### src/jlc_pkg.sv
package jlc_pkg;

	// ----------------------------------------------------------------
	// Bus geometry
	// ----------------------------------------------------------------
	localparam int unsigned ADDR_W = 12;
	localparam int unsigned DATA_W = 32;
	localparam int unsigned IDX_W  = 10;
	localparam int unsigned REG_W  = 8;

	// ----------------------------------------------------------------
	// Register indices (byte address is four times the index)
	// ----------------------------------------------------------------
	localparam logic [IDX_W-1:0] IDX_B4_TRIM_ZERO  = 10'h142;
	localparam logic [IDX_W-1:0] IDX_B4_TRIM_M90   = 10'h143;
	localparam logic [IDX_W-1:0] IDX_B5_TRIM_ZERO  = 10'h152;
	localparam logic [IDX_W-1:0] IDX_B5_TRIM_M90   = 10'h153;
	localparam logic [IDX_W-1:0] IDX_LSB_MARKER    = 10'h160;
	localparam logic [IDX_W-1:0] IDX_RSV_LO        = 10'h161;
	localparam logic [IDX_W-1:0] IDX_RSV_HI        = 10'h1FF;
	localparam logic [IDX_W-1:0] IDX_LINK_ENABLE   = 10'h200;
	localparam logic [IDX_W-1:0] IDX_OUTPUT_MODE   = 10'h201;
	localparam logic [IDX_W-1:0] IDX_FRAMES_LESS1  = 10'h202;
	localparam logic [IDX_W-1:0] IDX_SW_SYNC       = 10'h203;
	localparam logic [IDX_W-1:0] IDX_LINK_CONTROL  = 10'h204;
	localparam logic [IDX_W-1:0] IDX_TEST_PATTERN  = 10'h205;
	localparam logic [IDX_W-1:0] IDX_DEVICE_ID     = 10'h206;
	localparam logic [IDX_W-1:0] IDX_FRAME_CHAR    = 10'h207;
	localparam logic [IDX_W-1:0] IDX_SYSTEM_STATUS = 10'h208;
	localparam logic [IDX_W-1:0] IDX_CH_POWER_DOWN = 10'h209;
	localparam logic [IDX_W-1:0] IDX_EXTRA_FIRST   = 10'h20A;
	localparam logic [IDX_W-1:0] IDX_EXTRA_SECOND  = 10'h20B;

	// ----------------------------------------------------------------
	// Reset values and writable-bit masks
	// ----------------------------------------------------------------
	localparam logic [REG_W-1:0] RST_LSB_MARKER   = 8'h00;
	localparam logic [REG_W-1:0] RST_LINK_ENABLE  = 8'h01;
	localparam logic [REG_W-1:0] RST_OUTPUT_MODE  = 8'h02;
	localparam logic [REG_W-1:0] RST_FRAMES_LESS1 = 8'h1F;
	localparam logic [REG_W-1:0] RST_SW_SYNC      = 8'h01;
	localparam logic [REG_W-1:0] RST_LINK_CONTROL = 8'h02;
	localparam logic [REG_W-1:0] RST_ZERO         = 8'h00;
	localparam logic [REG_W-1:0] MASK_BIT0        = 8'h01;
	localparam logic [REG_W-1:0] MASK_LOW5        = 8'h1F;
	localparam logic [REG_W-1:0] MASK_LOW4        = 8'h0F;
	localparam logic [REG_W-1:0] MASK_ALL         = 8'hFF;

	// ----------------------------------------------------------------
	// Field positions and timing
	// ----------------------------------------------------------------
	localparam int unsigned BIT_MARKER_EN    = 0;
	localparam int unsigned BIT_LINK_EN      = 0;
	localparam int unsigned BIT_STAT_LINK    = 0;
	localparam int unsigned BIT_STAT_ALIGNED = 1;
	localparam int unsigned SYNC_STAGES      = 3;
	localparam int unsigned MARK_LATENCY     = 4;
	localparam logic [1:0]  ILA_CS_VALUE     = 2'h0;

	// ----------------------------------------------------------------
	// Types
	// ----------------------------------------------------------------
	typedef enum logic [1:0] {BUS_IDLE = 2'b01, BUS_ACK = 2'b10} bus_state_t;

	typedef struct packed {
		logic [REG_W-1:0] b4_zero;
		logic [REG_W-1:0] b4_m90;
		logic [REG_W-1:0] b5_zero;
		logic [REG_W-1:0] b5_m90;
	} trim_set_t;

	typedef struct packed {
		logic [REG_W-1:0] output_mode;
		logic [REG_W-1:0] frames_less1;
		logic [REG_W-1:0] sw_sync;
		logic [REG_W-1:0] control;
		logic [REG_W-1:0] test_pattern;
		logic [REG_W-1:0] device_id;
		logic [REG_W-1:0] frame_char;
		logic [REG_W-1:0] power_down;
		logic [REG_W-1:0] extra_first;
		logic [REG_W-1:0] extra_second;
	} link_cfg_t;

endpackage

### src/jesd_link_control_regs.sv
// What this block does
// Each bank 4 and bank 5 trim register is eight bits, and the zero or minus-ninety one is used per clock phase.
// Trim registers load the factory trim after reset and software may then overwrite them.
// With the marker enable bit set, the marker replaces the sample LSB; the bit resets to zero.
// When marker and calibration-state output are both enabled, the marker wins the LSB.
// Whoever enables the marker must also turn on the marker input receiver.
// The marker travels with exactly the same latency as the samples it marks.
// The control-bit count announced in lane alignment is always zero.
// Bit 0 of the link enable register turns the serial link on when one and resets to one.
// Software clears link enable before touching any other link configuration register.
// With link enable low the link logic is held in reset and the serializers are powered down.
// With link enable low the link logic clocks are gated off.
// With link enable low the multiframe counter is held in reset and SYSREF cannot realign it.
// Software sets calibration enable before it sets link enable.
// Software clears link enable before it clears calibration enable.
// Reads in the reserved range after the LSB control register return no defined value.
// Writes to reserved addresses or reserved bits change nothing.
module jesd_link_control_regs
	import jlc_pkg::*;
#(
	parameter int unsigned SAMPLE_W = 8
)(
	input  wire logic                clk_i,
	input  wire logic                rstn_i,
	input  wire logic [ADDR_W-1:0]   address_i,
	input  wire logic                read_i,
	input  wire logic                write_i,
	input  wire logic [DATA_W-1:0]   writedata_i,
	input  wire logic [3:0]          byteenable_i,
	output logic      [DATA_W-1:0]   readdata_o,
	output logic                     waitrequest_o,
	input  wire trim_set_t           factory_trim_i,
	input  wire logic                phase_minus90_i,
	output logic      [REG_W-1:0]    bank4_trim_o,
	output logic      [REG_W-1:0]    bank5_trim_o,
	input  wire logic [SAMPLE_W-1:0] sample_i,
	input  wire logic                cal_state_i,
	input  wire logic                cal_state_en_i,
	input  wire logic                marker_i,
	output logic      [SAMPLE_W-1:0] sample_o,
	output logic      [1:0]          ila_cs_o,
	input  wire logic                sysref_i,
	output logic                     link_rstn_o,
	output logic                     serdes_pd_o,
	output logic                     link_clk_en_o,
	output logic      [4:0]          lmfc_count_o,
	output link_cfg_t                link_cfg_o
);

	// ----------------------------------------------------------------
	// Decoding helpers
	// ----------------------------------------------------------------
	function automatic logic [REG_W-1:0] wmask(input logic [IDX_W-1:0] idx);
		case (idx)
			IDX_B4_TRIM_ZERO, IDX_B4_TRIM_M90,
			IDX_B5_TRIM_ZERO, IDX_B5_TRIM_M90,
			IDX_DEVICE_ID, IDX_FRAME_CHAR,
			IDX_EXTRA_FIRST, IDX_EXTRA_SECOND:     wmask = MASK_ALL;
			IDX_LSB_MARKER, IDX_LINK_ENABLE,
			IDX_SW_SYNC:                           wmask = MASK_BIT0;
			IDX_OUTPUT_MODE, IDX_FRAMES_LESS1:     wmask = MASK_LOW5;
			IDX_LINK_CONTROL, IDX_TEST_PATTERN,
			IDX_CH_POWER_DOWN:                     wmask = MASK_LOW4;
			default:                               wmask = RST_ZERO;
		endcase
	endfunction

	function automatic logic is_reserved(input logic [IDX_W-1:0] idx);
		is_reserved = (wmask(idx) == RST_ZERO) && (idx != IDX_SYSTEM_STATUS);
	endfunction

	bus_state_t       state;
	trim_set_t        trim;
	link_cfg_t        cfg;
	logic [REG_W-1:0] marker_ctrl;
	logic [REG_W-1:0] link_enable;
	logic             aligned_flag;
	logic             trim_loaded;
	logic [IDX_W-1:0] idx;
	logic [REG_W-1:0] wdat;
	logic             wr_fire;
	logic [REG_W-1:0] rd_val;
	logic             link_en;
	logic             marker_en;

	assign idx       = address_i[ADDR_W-1:2];
	assign wdat      = writedata_i[REG_W-1:0] & wmask(idx);
	assign wr_fire   = write_i && (state == BUS_ACK) && byteenable_i[0];
	assign link_en   = link_enable[BIT_LINK_EN];
	assign marker_en = marker_ctrl[BIT_MARKER_EN];

	// ----------------------------------------------------------------
	// Avalon slave: one wait state on every access
	// ----------------------------------------------------------------
	assign waitrequest_o = (read_i || write_i) && (state != BUS_ACK);

	always_ff @(posedge clk_i or negedge rstn_i)
	begin
		if (!rstn_i)
			state <= BUS_IDLE;
		else
			case (state)
				BUS_IDLE: state <= (read_i || write_i) ? BUS_ACK : BUS_IDLE;
				BUS_ACK:  state <= BUS_IDLE;
				default:  state <= BUS_IDLE;
			endcase
	end

	always_comb
	begin
		case (idx)
			IDX_B4_TRIM_ZERO:  rd_val = trim.b4_zero;
			IDX_B4_TRIM_M90:   rd_val = trim.b4_m90;
			IDX_B5_TRIM_ZERO:  rd_val = trim.b5_zero;
			IDX_B5_TRIM_M90:   rd_val = trim.b5_m90;
			IDX_LSB_MARKER:    rd_val = marker_ctrl;
			IDX_LINK_ENABLE:   rd_val = link_enable;
			IDX_OUTPUT_MODE:   rd_val = cfg.output_mode;
			IDX_FRAMES_LESS1:  rd_val = cfg.frames_less1;
			IDX_SW_SYNC:       rd_val = cfg.sw_sync;
			IDX_LINK_CONTROL:  rd_val = cfg.control;
			IDX_TEST_PATTERN:  rd_val = cfg.test_pattern;
			IDX_DEVICE_ID:     rd_val = cfg.device_id;
			IDX_FRAME_CHAR:    rd_val = cfg.frame_char;
			IDX_SYSTEM_STATUS: rd_val = {6'h00, aligned_flag, link_en};
			IDX_CH_POWER_DOWN: rd_val = cfg.power_down;
			IDX_EXTRA_FIRST:   rd_val = cfg.extra_first;
			IDX_EXTRA_SECOND:  rd_val = cfg.extra_second;
			// Reserved range answers zero; software must not rely on it
			default:           rd_val = RST_ZERO;
		endcase
	end

	always_ff @(posedge clk_i or negedge rstn_i)
	begin
		if (!rstn_i)
			readdata_o <= '0;
		else if (read_i && (state == BUS_IDLE))
			readdata_o <= {{(DATA_W-REG_W){1'b0}}, rd_val};
	end

	// ----------------------------------------------------------------
	// Trim registers
	// ----------------------------------------------------------------
	// Factory values come in after release, never through the async reset
	always_ff @(posedge clk_i or negedge rstn_i)
	begin
		if (!rstn_i)
		begin
			trim        <= '0;
			trim_loaded <= 1'b0;
		end
		else if (!trim_loaded)
		begin
			trim        <= factory_trim_i;
			trim_loaded <= 1'b1;
		end
		else if (wr_fire)
			case (idx)
				IDX_B4_TRIM_ZERO: trim.b4_zero <= wdat;
				IDX_B4_TRIM_M90:  trim.b4_m90  <= wdat;
				IDX_B5_TRIM_ZERO: trim.b5_zero <= wdat;
				IDX_B5_TRIM_M90:  trim.b5_m90  <= wdat;
				default:          trim         <= trim;
			endcase
	end

	always_ff @(posedge clk_i or negedge rstn_i)
	begin
		if (!rstn_i)
		begin
			bank4_trim_o <= '0;
			bank5_trim_o <= '0;
		end
		else
		begin
			bank4_trim_o <= phase_minus90_i ? trim.b4_m90 : trim.b4_zero;
			bank5_trim_o <= phase_minus90_i ? trim.b5_m90 : trim.b5_zero;
		end
	end

	// ----------------------------------------------------------------
	// Marker, link enable and link configuration
	// ----------------------------------------------------------------
	// Link settings are stored even while the link runs; keeping the
	// link disabled during changes is left to software
	always_ff @(posedge clk_i or negedge rstn_i)
	begin
		if (!rstn_i)
		begin
			marker_ctrl      <= RST_LSB_MARKER;
			link_enable      <= RST_LINK_ENABLE;
			cfg              <= '0;
			cfg.output_mode  <= RST_OUTPUT_MODE;
			cfg.frames_less1 <= RST_FRAMES_LESS1;
			cfg.sw_sync      <= RST_SW_SYNC;
			cfg.control      <= RST_LINK_CONTROL;
		end
		else if (wr_fire)
			case (idx)
				IDX_LSB_MARKER:    marker_ctrl      <= wdat;
				IDX_LINK_ENABLE:   link_enable      <= wdat;
				IDX_OUTPUT_MODE:   cfg.output_mode  <= wdat;
				IDX_FRAMES_LESS1:  cfg.frames_less1 <= wdat;
				IDX_SW_SYNC:       cfg.sw_sync      <= wdat;
				IDX_LINK_CONTROL:  cfg.control      <= wdat;
				IDX_TEST_PATTERN:  cfg.test_pattern <= wdat;
				IDX_DEVICE_ID:     cfg.device_id    <= wdat;
				IDX_FRAME_CHAR:    cfg.frame_char   <= wdat;
				IDX_CH_POWER_DOWN: cfg.power_down   <= wdat;
				IDX_EXTRA_FIRST:   cfg.extra_first  <= wdat;
				IDX_EXTRA_SECOND:  cfg.extra_second <= wdat;
				default:           cfg              <= cfg;
			endcase
	end

	assign link_cfg_o = cfg;

	// ----------------------------------------------------------------
	// Link power, reset and clock gating
	// ----------------------------------------------------------------
	always_ff @(posedge clk_i or negedge rstn_i)
	begin
		if (!rstn_i)
		begin
			link_rstn_o   <= 1'b0;
			serdes_pd_o   <= 1'b1;
			link_clk_en_o <= 1'b0;
			ila_cs_o      <= ILA_CS_VALUE;
		end
		else
		begin
			link_rstn_o   <= link_en;
			serdes_pd_o   <= !link_en;
			link_clk_en_o <= link_en;
			ila_cs_o      <= ILA_CS_VALUE;
		end
	end

	// ----------------------------------------------------------------
	// Pin synchronisers (change taken when stages two and three agree)
	// ----------------------------------------------------------------
	logic [SYNC_STAGES-1:0] mark_sync;
	logic [SYNC_STAGES-1:0] sysref_sync;
	logic                   mark_level;
	logic                   sysref_level;

	always_ff @(posedge clk_i or negedge rstn_i)
	begin
		if (!rstn_i)
		begin
			mark_sync    <= '0;
			sysref_sync  <= '0;
			mark_level   <= 1'b0;
			sysref_level <= 1'b0;
		end
		else
		begin
			mark_sync   <= {mark_sync[SYNC_STAGES-2:0], marker_i};
			sysref_sync <= {sysref_sync[SYNC_STAGES-2:0], sysref_i};
			if (mark_sync[1] == mark_sync[2])
				mark_level <= mark_sync[2];
			if (sysref_sync[1] == sysref_sync[2])
				sysref_level <= sysref_sync[2];
		end
	end

	// ----------------------------------------------------------------
	// Multiframe counter
	// ----------------------------------------------------------------
	logic sysref_prev;
	logic realign;

	assign realign = sysref_level && !sysref_prev && link_en;

	always_ff @(posedge clk_i or negedge rstn_i)
	begin
		if (!rstn_i)
		begin
			sysref_prev  <= 1'b0;
			lmfc_count_o <= '0;
		end
		else
		begin
			sysref_prev <= sysref_level;
			if (!link_en || realign)
				lmfc_count_o <= '0;
			else if (lmfc_count_o == cfg.frames_less1[4:0])
				lmfc_count_o <= '0;
			else
				lmfc_count_o <= lmfc_count_o + 5'h01;
		end
	end

	// Sticky alignment flag, write one to clear; a new alignment wins
	always_ff @(posedge clk_i or negedge rstn_i)
	begin
		if (!rstn_i)
			aligned_flag <= 1'b0;
		else if (realign)
			aligned_flag <= 1'b1;
		else if (wr_fire && (idx == IDX_SYSTEM_STATUS) && writedata_i[BIT_STAT_ALIGNED])
			aligned_flag <= 1'b0;
	end

	// ----------------------------------------------------------------
	// Sample path: samples wait as long as the marker synchroniser
	// ----------------------------------------------------------------
	logic [SAMPLE_W:0] pipe [MARK_LATENCY];
	logic [SAMPLE_W:0] pipe_out;
	logic              lsb;

	always_ff @(posedge clk_i or negedge rstn_i)
	begin
		if (!rstn_i)
			pipe[0] <= '0;
		else
			pipe[0] <= {cal_state_i, sample_i};
	end

	for (genvar g = 1; g < MARK_LATENCY; g++)
	begin : g_pipe
		always_ff @(posedge clk_i or negedge rstn_i)
		begin
			if (!rstn_i)
				pipe[g] <= '0;
			else
				pipe[g] <= pipe[g-1];
		end
	end

	assign pipe_out = pipe[MARK_LATENCY-1];
	// Marker first, then calibration state, else the sample's own LSB
	assign lsb = marker_en      ? mark_level :
	             cal_state_en_i ? pipe_out[SAMPLE_W] : pipe_out[0];

	always_ff @(posedge clk_i or negedge rstn_i)
	begin
		if (!rstn_i)
			sample_o <= '0;
		else if (!link_en)
			sample_o <= '0;
		else
			sample_o <= {pipe_out[SAMPLE_W-1:1], lsb};
	end

	// ----------------------------------------------------------------
	// Checks
	// ----------------------------------------------------------------
	chk_trim_phase_select: assert property (@(posedge clk_i) disable iff (!rstn_i)
		phase_minus90_i |=> (bank4_trim_o == $past(trim.b4_m90)) && (bank5_trim_o == $past(trim.b5_m90)))
		else $error("trim output not taken from the minus-ninety register");

	chk_factory_trim_load: assert property (@(posedge clk_i) disable iff (!rstn_i)
		!trim_loaded |=> trim_loaded && (trim == $past(factory_trim_i)))
		else $error("factory trim not loaded after reset");

	chk_reset_values: assert property (@(posedge clk_i) disable iff (!rstn_i)
		!trim_loaded |-> link_en && !marker_en && (cfg.frames_less1 == RST_FRAMES_LESS1))
		else $error("register reset value wrong");

	chk_sample_passthru: assert property (@(posedge clk_i) disable iff (!rstn_i)
		(link_en && $past(link_en) && !$past(marker_en) && !$past(cal_state_en_i) && trim_loaded
		 && $past(trim_loaded, 5))
		|-> sample_o == $past(sample_i, 5))
		else $error("sample not passed with fixed latency");

	chk_marker_priority: assert property (@(posedge clk_i) disable iff (!rstn_i)
		(link_en && marker_en && cal_state_en_i) |=> sample_o[0] == $past(mark_level))
		else $error("calibration state took the LSB over the marker");

	chk_marker_latency: assert property (@(posedge clk_i) disable iff (!rstn_i)
		(link_en && $past(link_en) && marker_en && $past(marker_en) && $past(trim_loaded, 5)
		 && ($past(marker_i, 5) == $past(marker_i, 4)))
		|-> sample_o[0] == $past(marker_i, 5))
		else $error("marker out of step with its sample");

	chk_ila_cs_zero: assert property (@(posedge clk_i) disable iff (!rstn_i)
		ila_cs_o == 2'h0)
		else $error("control-bit count announced as nonzero");

	chk_link_held: assert property (@(posedge clk_i) disable iff (!rstn_i)
		!link_en |=> !link_rstn_o && serdes_pd_o)
		else $error("link not held in reset while disabled");

	chk_clock_gated: assert property (@(posedge clk_i) disable iff (!rstn_i)
		!link_en ##1 !link_en |-> !link_clk_en_o)
		else $error("link clock running while disabled");

	chk_lmfc_held: assert property (@(posedge clk_i) disable iff (!rstn_i)
		!link_en |=> (lmfc_count_o == 5'h00) && !$rose(aligned_flag))
		else $error("multiframe counter moved while disabled");

	chk_reserved_write: assert property (@(posedge clk_i) disable iff (!rstn_i)
		(wr_fire && is_reserved(idx)) |=> $stable(cfg) && $stable(marker_ctrl) && $stable(link_enable))
		else $error("write to reserved address changed state");

endmodule // jesd_link_control_regs

### config.mk
export PLATFORM = sky130hd
export DESIGN_NAME = jesd_link_control_regs
export DESIGN_NICKNAME = d
export VERILOG_FILES = /design/src/jlc_pkg.sv /design/src/jesd_link_control_regs.sv
export SDC_FILE = /design/constraint.sdc
export NUM_CORES = 1
export LEC_CHECK = 0
export BUFFER_PORTS_ARGS = -buffer_cell sky130_fd_sc_hd__buf_2
export CORE_MARGIN = 4
export CORE_UTILIZATION = 25
export DETAILED_ROUTE_END_ITERATION = 16
export HOLD_SLACK_MARGIN = 0.1
export PLACE_DENSITY = 0.48
export SYNTH_ARGS = -nofsm -noshare
export SYNTH_HDL_FRONTEND = slang
export SYNTH_SLANG_ARGS = --single-unit
### constraint.sdc
create_clock -name clk_i -period 2.2 [get_ports clk_i]
set_input_delay 0.33 -clock clk_i [delete_from_list [all_inputs] [get_ports clk_i]]
set_output_delay 0.33 -clock clk_i [all_outputs]
set_load 0.05 [all_outputs]
======== Word level (Yosys, flattened, before mapping) ========
Index checks and enable logic that the tools add are counted.
storage, ports and cells
  input port bits ......................... 97
  latch bits .............................. 0
  memories ................................ 0
  ROM bits ................................ 0
  register bits ........................... 216
  bits in writable memories ............... 0
operators by class
  reduce and logical (&&, ||, !) cells .... 33
  $mul .................................... 0
  equality and inequality tests ........... 28
  add/subtract/negate cells ............... 1
  bitwise gates (word level) .............. 1
  shifts and indexed selects .............. 0
  order comparisons ....................... 0
  multiplexer cells ....................... 19
  divide/modulo/power cells ............... 0
operator list
  kind                    count
  $pmux W8 S17            1
  $eq A10 B10 Y1 const B  12
  $mux W32                2
  $mux W8                 7
  $eq A10 B9 Y1 const B   5
  $pmux W8 S4             1
  $reduce_and A2 Y1       16
  $mux W5                 2
  $ne A2 B1 Y1 const B    5
  $and A8 B8 Y8           1
  $logic_and A1 B1 Y1     8
  $reduce_or A8 Y1        1
  $reduce_or A3 Y1        2
  $add A5 B1 Y5 const B   1
  $eq A5 B5 Y1            1
  $mux W1                 4
  $mux W2                 2
  $eq A1 B1 Y1            2
  $eq A2 B1 Y1 const B    1
  $eq A2 B2 Y1 const B    1
  $logic_not A1 Y1        2
  $logic_or A1 B1 Y1      2
  $ne A2 B2 Y1 const B    1
  $reduce_bool A2 Y1      1
  $reduce_or A2 Y1        1

======== Logic depth before layout (Yosys ltp) ========
Gate-level depths: netlist of run 1.
  depth in word-level cells ............... 7
  mapped depth ............................ 9
  gate-level depth less buffers ........... 6

======== Worst setup path before layout of run 1 ========
No wires, ideal clock.
  path kind ............................... input port to flip-flop
  start ................................... in address_i[6]
  end ..................................... reg readdata_o[4]
  arrival time ............................ 2.056 ns
  data required time ...................... 2.125 ns
  stages on the path ...................... 8
  buffers on the path ..................... 2
  path slack .............................. 0.069 ns
  cells stage by stage .................... buf_6 or4_1 buf_4 or4_4 nor2_1 a31oi_1 and3_1 o21ai_2
between the ends
  longest elaborated chain between the ends .. 2
  elaborated cells on any way between the ends .. 18
  classes of those cells .................. 17 x eq/ne; 1 x mux
ends and longest elaborated chain
  what                                             line                           text
  start, declared                                  jesd_link_control_regs.sv:25   input wire logic [ADDR_W-1:0] address_i,
  $eq A10 B10 Y1 or $eq A10 B9 Y1 (tied branches)  jesd_link_control_regs.sv:111  case (idx)
  $pmux W8 S17 (*)                                 jesd_link_control_regs.sv:111
  end signal, assigned                             jesd_link_control_regs.sv:139  readdata_o <= {{(DATA_W-REG_W){1'b0}}, rd_val};
  end, declared                                    jesd_link_control_regs.sv:30   output logic [DATA_W-1:0] readdata_o,
Every way passes the cells marked *; elsewhere a longest branch is shown, timed or not.
A chain may end at the register's enable or synchronous reset.

======== Worst setup path after layout of run 1 ========
  start ................................... reg cfg, in the netlist link_cfg_o[61]
  end ..................................... reg readdata_o[5]
between the ends
  longest elaborated chain between the ends .. 1
ends and longest elaborated chain
  what                    line                           text
  start, declared         jesd_link_control_regs.sv:74   link_cfg_t cfg;
  start signal, assigned  jesd_link_control_regs.sv:213  default: cfg <= cfg;
  $pmux W8 S17            jesd_link_control_regs.sv:111
Every way passes these cells.

==> impl_metrics.toml, run 1 <==
[power]
p_leak_nw = 6.20
max-vdd-ir-drop_uv = 561
switching_portion_of_total_power_pct = 24.9
p_per_area_nw_per_um2 = 758
seq_power_share_pct = 42.8
p_clk_share_pct = 47.0
intPower_mw = 7.39
p_switching_mw = 2.46
pwr-share-comb_pct = 10.3

[synthesis]
number_of_flops_mapped_to_enable_cells_by_yosys = 0
synth_seq_cells = 216
synth_cell_type_count = 58
yosys.cell_count.top_type = "sky130_fd_sc_hd__dfrtp_1"
synth_top_area_share_pct = 55.0
synthesis.yosys.warnings = 0
area_leader_netlist = "sky130_fd_sc_hd__dfrtp_1"
post_synth_instance_area_um2 = 9320
synthFlopType = "sky130_fd_sc_hd__dfrtp_1"
ys_top_cells_by_area = "sky130_fd_sc_hd__dfrtp_1 55%, sky130_fd_sc_hd__mux2i_1 8.6%, sky130_fd_sc_hd__nand2_1 3.4%"
seq_area_frac_synth_pct = 58.1
synth.cells.most_frequent = "205 x sky130_fd_sc_hd__dfrtp_1, 84 x sky130_fd_sc_hd__nand2_1, 80 x sky130_fd_sc_hd__mux2i_1"
syn_avg_cell_area_um2 = 11.1
syn-instance-count = 837
ys_async_sr_fraction_pct = 100

[drt]
pre_antenna_drt_iters = 4
drt_iter0_drc = 430
detail_route.vias_per_cell = 4.43
detailroute.via_count = 7370
remaining_routing_drc_violations = 0
detail_route.wirelength_mm = 33.1
drt.antenna.violating_nets = 0
wl_per_cell_um = 19.9

[critical_path]
critical_path.endpoint_type = "register"
startpoint = "link_cfg_o[61]$_DFFE_PN0P_"
reg2reg_setup_slack_ns = 0.29
crit_arrival_ns = 2.31
crit-reg2reg-launch = "link_cfg_o[61]$_DFFE_PN0P_"
criticalPathCategory = "register to register"
cp-start-kind = "register"
r2r_cells = 6
worstPathRequired_ns = 2.60
critPathMaxFanout = 3
worstSetupEndpoint = "readdata_o[5]$_DFFE_PN0P_"
r2r_end = "readdata_o[5]$_DFFE_PN0P_"

[outcome]
outcome = "complete, no violations"

[placed_design]
placement.cell_area_um2 = 11600
finalWeightedCongestion = 0.921
post-place-ws_ns = -0.0963
buffer_ports.inserted = 188
dp.final_hpwl_mm = 25.4

[die]
total_die_area_um2 = 40400
floorplan.die.height_um = 201
die-width_um = 201
initial_utilization_pct = 25.4
core_region_area_um2 = 36700
placementRows = 70
io-pin-count = 244

[sta]
clock-skew-final_ns = 0.00997
final-setup-viol-count = 0
rsz0062_at_grt = "false"
timing.slew.headroom_pct = 55.6
final-hold-violation-count = 0
worst_pin_slew_ns = 0.649
final_period_minus_worst_setup_slack_ns = 1.91
fmax_mhz = 523
setup-tns-final_ns = 0
final_setup_margin_ns = 0.289
finalCritPeriodShare_pct = 86.9
final_count_of_pins_violating_max_slew = 0
whs_ns = 0.151

[grt]
gr-usage-all-layers_pct = 16.2
grt_first_pass_wirelength_mm = 50.4
grt_pass1_vias = 7927
initial_antenna_violation_count = 1
grt_max_degree = 60
overflow = 0

[finish]
final_core_util_pct = 35.4
finish.net_count = 1271
fraction_of_final_layout_cells_with_drive_strength_greater_than_1_pct = 33.5
design_area_um2 = 13000
area.growth.synth_to_final_pct = 39.5

[cts]
worstSkewPairLatency_ns = 0.53
cts_tree = "done"
total_cts_buffers = 26
clk_pin_slew_worst_paths_ns = 0.06
clock_net_sink_count = 216
ctsRootBufferMaster = "sky130_fd_sc_hd__clkbuf_16"
htree_levels = 1
cts.path.max_buffers = 3
cts_resized = 0

[flow_run]
cap_violations = 0

[worst_hold_path]
holdCritPathClass = "input pin to register"
cell usage in the layout (no fill, tap or decap), types with 5 or more instances in the layout:
| cell type | instances |
|---|---|
| sky130_fd_sc_hd__dfrtp_1 | 204 |
| sky130_fd_sc_hd__buf_2 | 187 |
| sky130_fd_sc_hd__buf_4 | 102 |
| sky130_fd_sc_hd__nand2_1 | 84 |
| sky130_fd_sc_hd__mux2i_1 | 80 |
| sky130_fd_sc_hd__nor2_1 | 68 |
| sky130_fd_sc_hd__dlygate4sd3_1 | 47 |
| sky130_fd_sc_hd__o21ai_0 | 46 |
| sky130_fd_sc_hd__a21oi_1 | 44 |
| sky130_fd_sc_hd__and2_1 | 39 |
| sky130_fd_sc_hd__mux2_2 | 27 |
| sky130_fd_sc_hd__conb_1 | 27 |
| sky130_fd_sc_hd__clkbuf_16 | 27 |
| sky130_fd_sc_hd__nor2b_1 | 16 |
| sky130_fd_sc_hd__a22oi_1 | 14 |
| sky130_fd_sc_hd__inv_1 | 12 |
| sky130_fd_sc_hd__buf_12 | 12 |
| sky130_fd_sc_hd__nor3_1 | 11 |
| sky130_fd_sc_hd__dfstp_2 | 11 |
| sky130_fd_sc_hd__nand3_1 | 10 |
| sky130_fd_sc_hd__o22ai_1 | 9 |
| sky130_fd_sc_hd__nand2b_1 | 7 |
| sky130_fd_sc_hd__and3_1 | 7 |
| sky130_fd_sc_hd__nor4_1 | 7 |
| sky130_fd_sc_hd__clkbuf_8 | 6 |
| sky130_fd_sc_hd__o21ai_1 | 5 |
| sky130_fd_sc_hd__o32ai_1 | 5 |
repair_timing:
| action | in CTS | in global routing |
|---|---|---|
| hold endpoints to repair | 100 | 0 |
| buffers inserted | 0 | 0 |
| hold buffers | 47 | 0 |
| setup endpoints to repair | 0 | 0 |
through the flow:
step	instances	power (mW)
floorplan	862	4.83
global placement	1566	5.23
detailed placement	1566	5.24
CTS	1661	10.0
global route	1662	10.3
finish	1662	9.85
layer usage:
metal	up-vias	track usage [%]	share of wire, %
met5	-	0	0
met4	0	5.16	3.2
met3	54	4.36	7.1
met2	196	26.6	47
met1	3577	21.1	42
li1	3543	-	-
logic make-up after synthesis:
group,share of synthesized area (%)
compound gates,9.14
xor+xnor,0.752
fa+ha+maj,0.349
buf+inv,4.43
flops,58.1
mux,11.9
other cells,0.0806
simple gates,15.2
registers in the layout (all words and copies together), names as in the netlist, 5 cells and up:
name,cells
link_enable,8
trim,32
pipe,27
readdata_o,8
pipe_out,9
bank4_trim_o,8
lmfc_count_o,5
marker_ctrl,8
sample_o,8
bank5_trim_o,8
link_cfg_o,80
critical path, cell delays in order, from the launching register on:
cell and delay (ns):
sky130_fd_sc_hd__dfrtp_1 0.45, sky130_fd_sc_hd__mux2i_1 0.16, sky130_fd_sc_hd__nor4_1 0.06, sky130_fd_sc_hd__buf_4 0.15, sky130_fd_sc_hd__or4_1 0.50, sky130_fd_sc_hd__nor4_1 0.34, sky130_fd_sc_hd__o21ai_0 0.11
power by group through the flow:
stage / combinational, mW / clock (mW) / sequential (mW)
after floorplan: 0.451 / 0 / 4.38
after global placement: 0.956 / 0 / 4.28
after detailed placement: 0.958 / 0 / 4.28
after CTS: 1.03 / 4.78 / 4.21
after global routing: 1.09 / 4.95 / 4.23
final: 1.01 / 4.63 / 4.21
how the worst min path moves through the flow:
stage,startpoint,to,slack [ns],cells past startpoint
2_1_floorplan,rstn_i,aligned_flag$_DFFE_PN0P_,0.03,0
3_3_place_gp,rstn_i,lmfc_count_o[0]$_DFF_PN0_,0.31,1
3_5_place_dp,rstn_i,lmfc_count_o[0]$_DFF_PN0_,0.31,1
4_1_cts,write_i,state[1]$_DFF_PN0_,0.12,3
5_1_grt,write_i,state[1]$_DFF_PN0_,0.17,3
6_report,write_i,state[1]$_DFF_PN0_,0.15,3
final cells by class:
cell class	instances	area, µm²
fillers	3714	23700
clock inverters	11	165
multi-input cells	568	3580
diodes	1	2.50
inverters	12	45.0
flip-flops and latches	216	5420
repair buffers	349	2430
clock buffers	37	773
well taps	468	586
No activity file was read; power rests on OpenSTA's default activity.
==> inputs of run 2 (changes only) <==
--- a/config.mk
+++ b/config.mk
@@ -6,11 +6,12 @@
 export NUM_CORES = 1
 export LEC_CHECK = 0
 export BUFFER_PORTS_ARGS = -buffer_cell sky130_fd_sc_hd__buf_2
+export CAP_MARGIN = 10
 export CORE_MARGIN = 4
 export CORE_UTILIZATION = 25
 export DETAILED_ROUTE_END_ITERATION = 16
 export HOLD_SLACK_MARGIN = 0.1
-export PLACE_DENSITY = 0.48
+export PLACE_DENSITY = 0.49
 export SYNTH_ARGS = -nofsm -noshare
 export SYNTH_HDL_FRONTEND = slang
 export SYNTH_SLANG_ARGS = --single-unit
==> constraint.sdc (replaced) <==
create_clock -name clk_i -period 1.75 [get_ports clk_i]
set_input_delay 0.2625 -clock clk_i [delete_from_list [all_inputs] [get_ports clk_i]]
set_output_delay 0.2625 -clock clk_i [all_outputs]
set_load 0.05 [all_outputs]
==> impl_metrics.toml, run 2 (same netlist as run 1, synthesis figures left out) <==
[die]
total_die_area_um2 = 40400
die-width_um = 201
placementRows = 70
floorplan.die.height_um = 201
initial_utilization_pct = 25.4
io-pin-count = 244
core_region_area_um2 = 36700

[critical_path]
critPathMaxFanout = 2
worstPathRequired_ns = 2.18
startpoint = "trim[2]$_DFFE_PN0P_"
crit_arrival_ns = 2.16
timing.critical_path.cells = "mux2_4 -> a32oi_2 -> nor2_2 -> or4_1 -> a2bb2oi_1"
critical-path-slowest-cell = "sky130_fd_sc_hd__or4_1"
r2r_end = "readdata_o[2]$_DFFE_PN0P_"
crit-reg2reg-launch = "trim[2]$_DFFE_PN0P_"
cp_peak_stage_delay_ns = 0.50
reg2reg_setup_slack_ns = 0.01
r2r_cells = 5
criticalPathCategory = "register to register"
worst-path-stages = 5
critical_path.endpoint_type = "register"
crit_buf_inv = 0
cp-start-kind = "register"
cp_top_delay_family = "simple AND/OR/NAND/NOR gates"

[sta]
finalCritPeriodShare_pct = 99.1
timing.slew.headroom_pct = 62.2
fmax_mhz = 576
rsz0062_at_grt = "true"
final_count_of_pins_violating_max_slew = 0
final_setup_margin_ns = 0.0149
final-setup-viol-count = 0
worst_pin_slew_ns = 0.565
final_period_minus_worst_setup_slack_ns = 1.74
setup-tns-final_ns = 0
final-hold-violation-count = 0
clock-skew-final_ns = 0.0130

[cts]
worstSkewPairLatency_ns = 0.54
cts_tree = "done"
ctsRootBufferMaster = "sky130_fd_sc_hd__clkbuf_16"
htree_levels = 1
total_cts_buffers = 25
cts.path.max_buffers = 3
clock_net_sink_count = 216
clk_pin_slew_worst_paths_ns = 0.06

[worst_hold_path]
worst_hold_path.endpoint = "trim[19]$_DFFE_PN0P_"
worstHoldStart = "writedata_i[3]"
holdCritPathClass = "input pin to register"
hold_depth = 3

[grt]
initial_antenna_violation_count = 1
overflow = 0
grt_pass1_vias = 8145
grt_first_pass_wirelength_mm = 52.0
gr-usage-all-layers_pct = 16.7
grt_max_degree = 65

[finish]
area.growth.synth_to_final_pct = 44.7
mostFrequentLayoutCell = "sky130_fd_sc_hd__dfrtp_1"
final_core_util_pct = 36.7
largest_reg_flops = 80
fraction_of_final_layout_cells_with_drive_strength_greater_than_1_pct = 37.7
finish.net_count = 1312
final_cell_mix = "204 x sky130_fd_sc_hd__dfrtp_1, 183 x sky130_fd_sc_hd__buf_2, 140 x sky130_fd_sc_hd__buf_4"
design_area_um2 = 13500
multiInputGateArea_um2 = 3730
fill_cells = 3677
antennaDiodeCount = 0
layout.area.seq_um2 = 5420

[placed_design]
dp.final_hpwl_mm = 26.5
placement.cell_area_um2 = 12000
buffer_ports.inserted = 188
finalWeightedCongestion = 0.970
post-place-ws_ns = -0.455

[drt]
detail_route.vias_per_cell = 4.55
detail_route.wirelength_mm = 34.5
remaining_routing_drc_violations = 0
detailroute.via_count = 7737
drt_iter0_drc = 504
drt.antenna.violating_nets = 0
wl_per_cell_um = 20.3
pre_antenna_drt_iters = 5

[flow_run]
cap_violations = 0

[power]
switching_portion_of_total_power_pct = 25.6
p_clk_share_pct = 45.9
seq_power_share_pct = 42.6
max-vdd-ir-drop_uv = 762
pwr-share-comb_pct = 11.5
intPower_mw = 9.29
p_switching_mw = 3.19
p_leak_nw = 6.46
p_per_area_nw_per_um2 = 926

[outcome]
outcome = "complete, no violations"
run 2: cell count changes in the layout (fill, tap and decap cells not counted), moves of 4 or more:
cell                      change
sky130_fd_sc_hd__buf_6        +4
sky130_fd_sc_hd__buf_2        -4
sky130_fd_sc_hd__nand2_2      +5
sky130_fd_sc_hd__buf_4       +38
sky130_fd_sc_hd__nand2_1      -5
sky130_fd_sc_hd__nor2_1       -6
run 2: layer usage:
layer  share of wire [%]  up-vias  global-route usage, %
met2                  46      232                   26.6
met3                 6.7       62                   4.28
li1                    -     3609                      -
met1                  43     3832                   22.1
met5               0.038        -                      0
met4                 3.9        2                   6.07
run 2: worst max-delay path by stage:
| stage | endpoint |
|---|---|
| floorplan | readdata_o[4]$_DFFE_PN0P_ |
| global placement | readdata_o[1]$_DFFE_PN0P_ |
| detailed placement | link_cfg_o[41]$_DFFE_PN0P_ |
| CTS | waitrequest_o |
| global route | link_cfg_o[76]$_DFFE_PN0P_ |
| finish | readdata_o[2]$_DFFE_PN0P_ |
run 2: repair_timing:
action | CTS | global route
pin swaps | 3 | 9
endpoints found under the hold margin | 258 | 0
buffers inserted | 0 | 1
resized for setup | 8 | 30
hold buffers | 49 | 0
endpoints found under the setup margin | 21 | 85
run 2: through the flow:
stage	hold slack (ns)	power (mW)	std cells
floorplan	-0.0331	6.08	862
global placement	0.223	6.67	1606
detailed placement	0.224	6.68	1606
CTS	0.115	12.6	1701
global route	0.134	12.9	1701
finish	0.134	12.5	1701
run 2: power by group through the flow:
| stage | clock, mW | combinational, mW | sequential [mW] |
|---|---|---|---|
| 4_1_cts | 5.88 | 1.39 | 5.30 |
| 2_1_floorplan | 0 | 0.579 | 5.50 |
| 5_1_grt | 6.06 | 1.54 | 5.33 |
| 6_report | 5.73 | 1.44 | 5.31 |
| 3_5_place_dp | 0 | 1.29 | 5.39 |
| 3_3_place_gp | 0 | 1.29 | 5.38 |
run 2: layout make-up:
class	count	share of cell area, %
repair buffers	391	20.7
flip-flops and latches	216	40.2
clock inverters	15	1.63
clock buffers	31	5.10
inverters	12	0.334
multi-input cells	568	27.7
well taps	468	4.34
run 2: worst register-to-register path: cells and delay by family (launching register included):
family | cells | cell delay (ns)
muxes | 1 | 0.28
and+or+nand+nor | 2 | 0.58
AOI/OAI and AO/OA | 2 | 0.34
DFF | 1 | 0.41
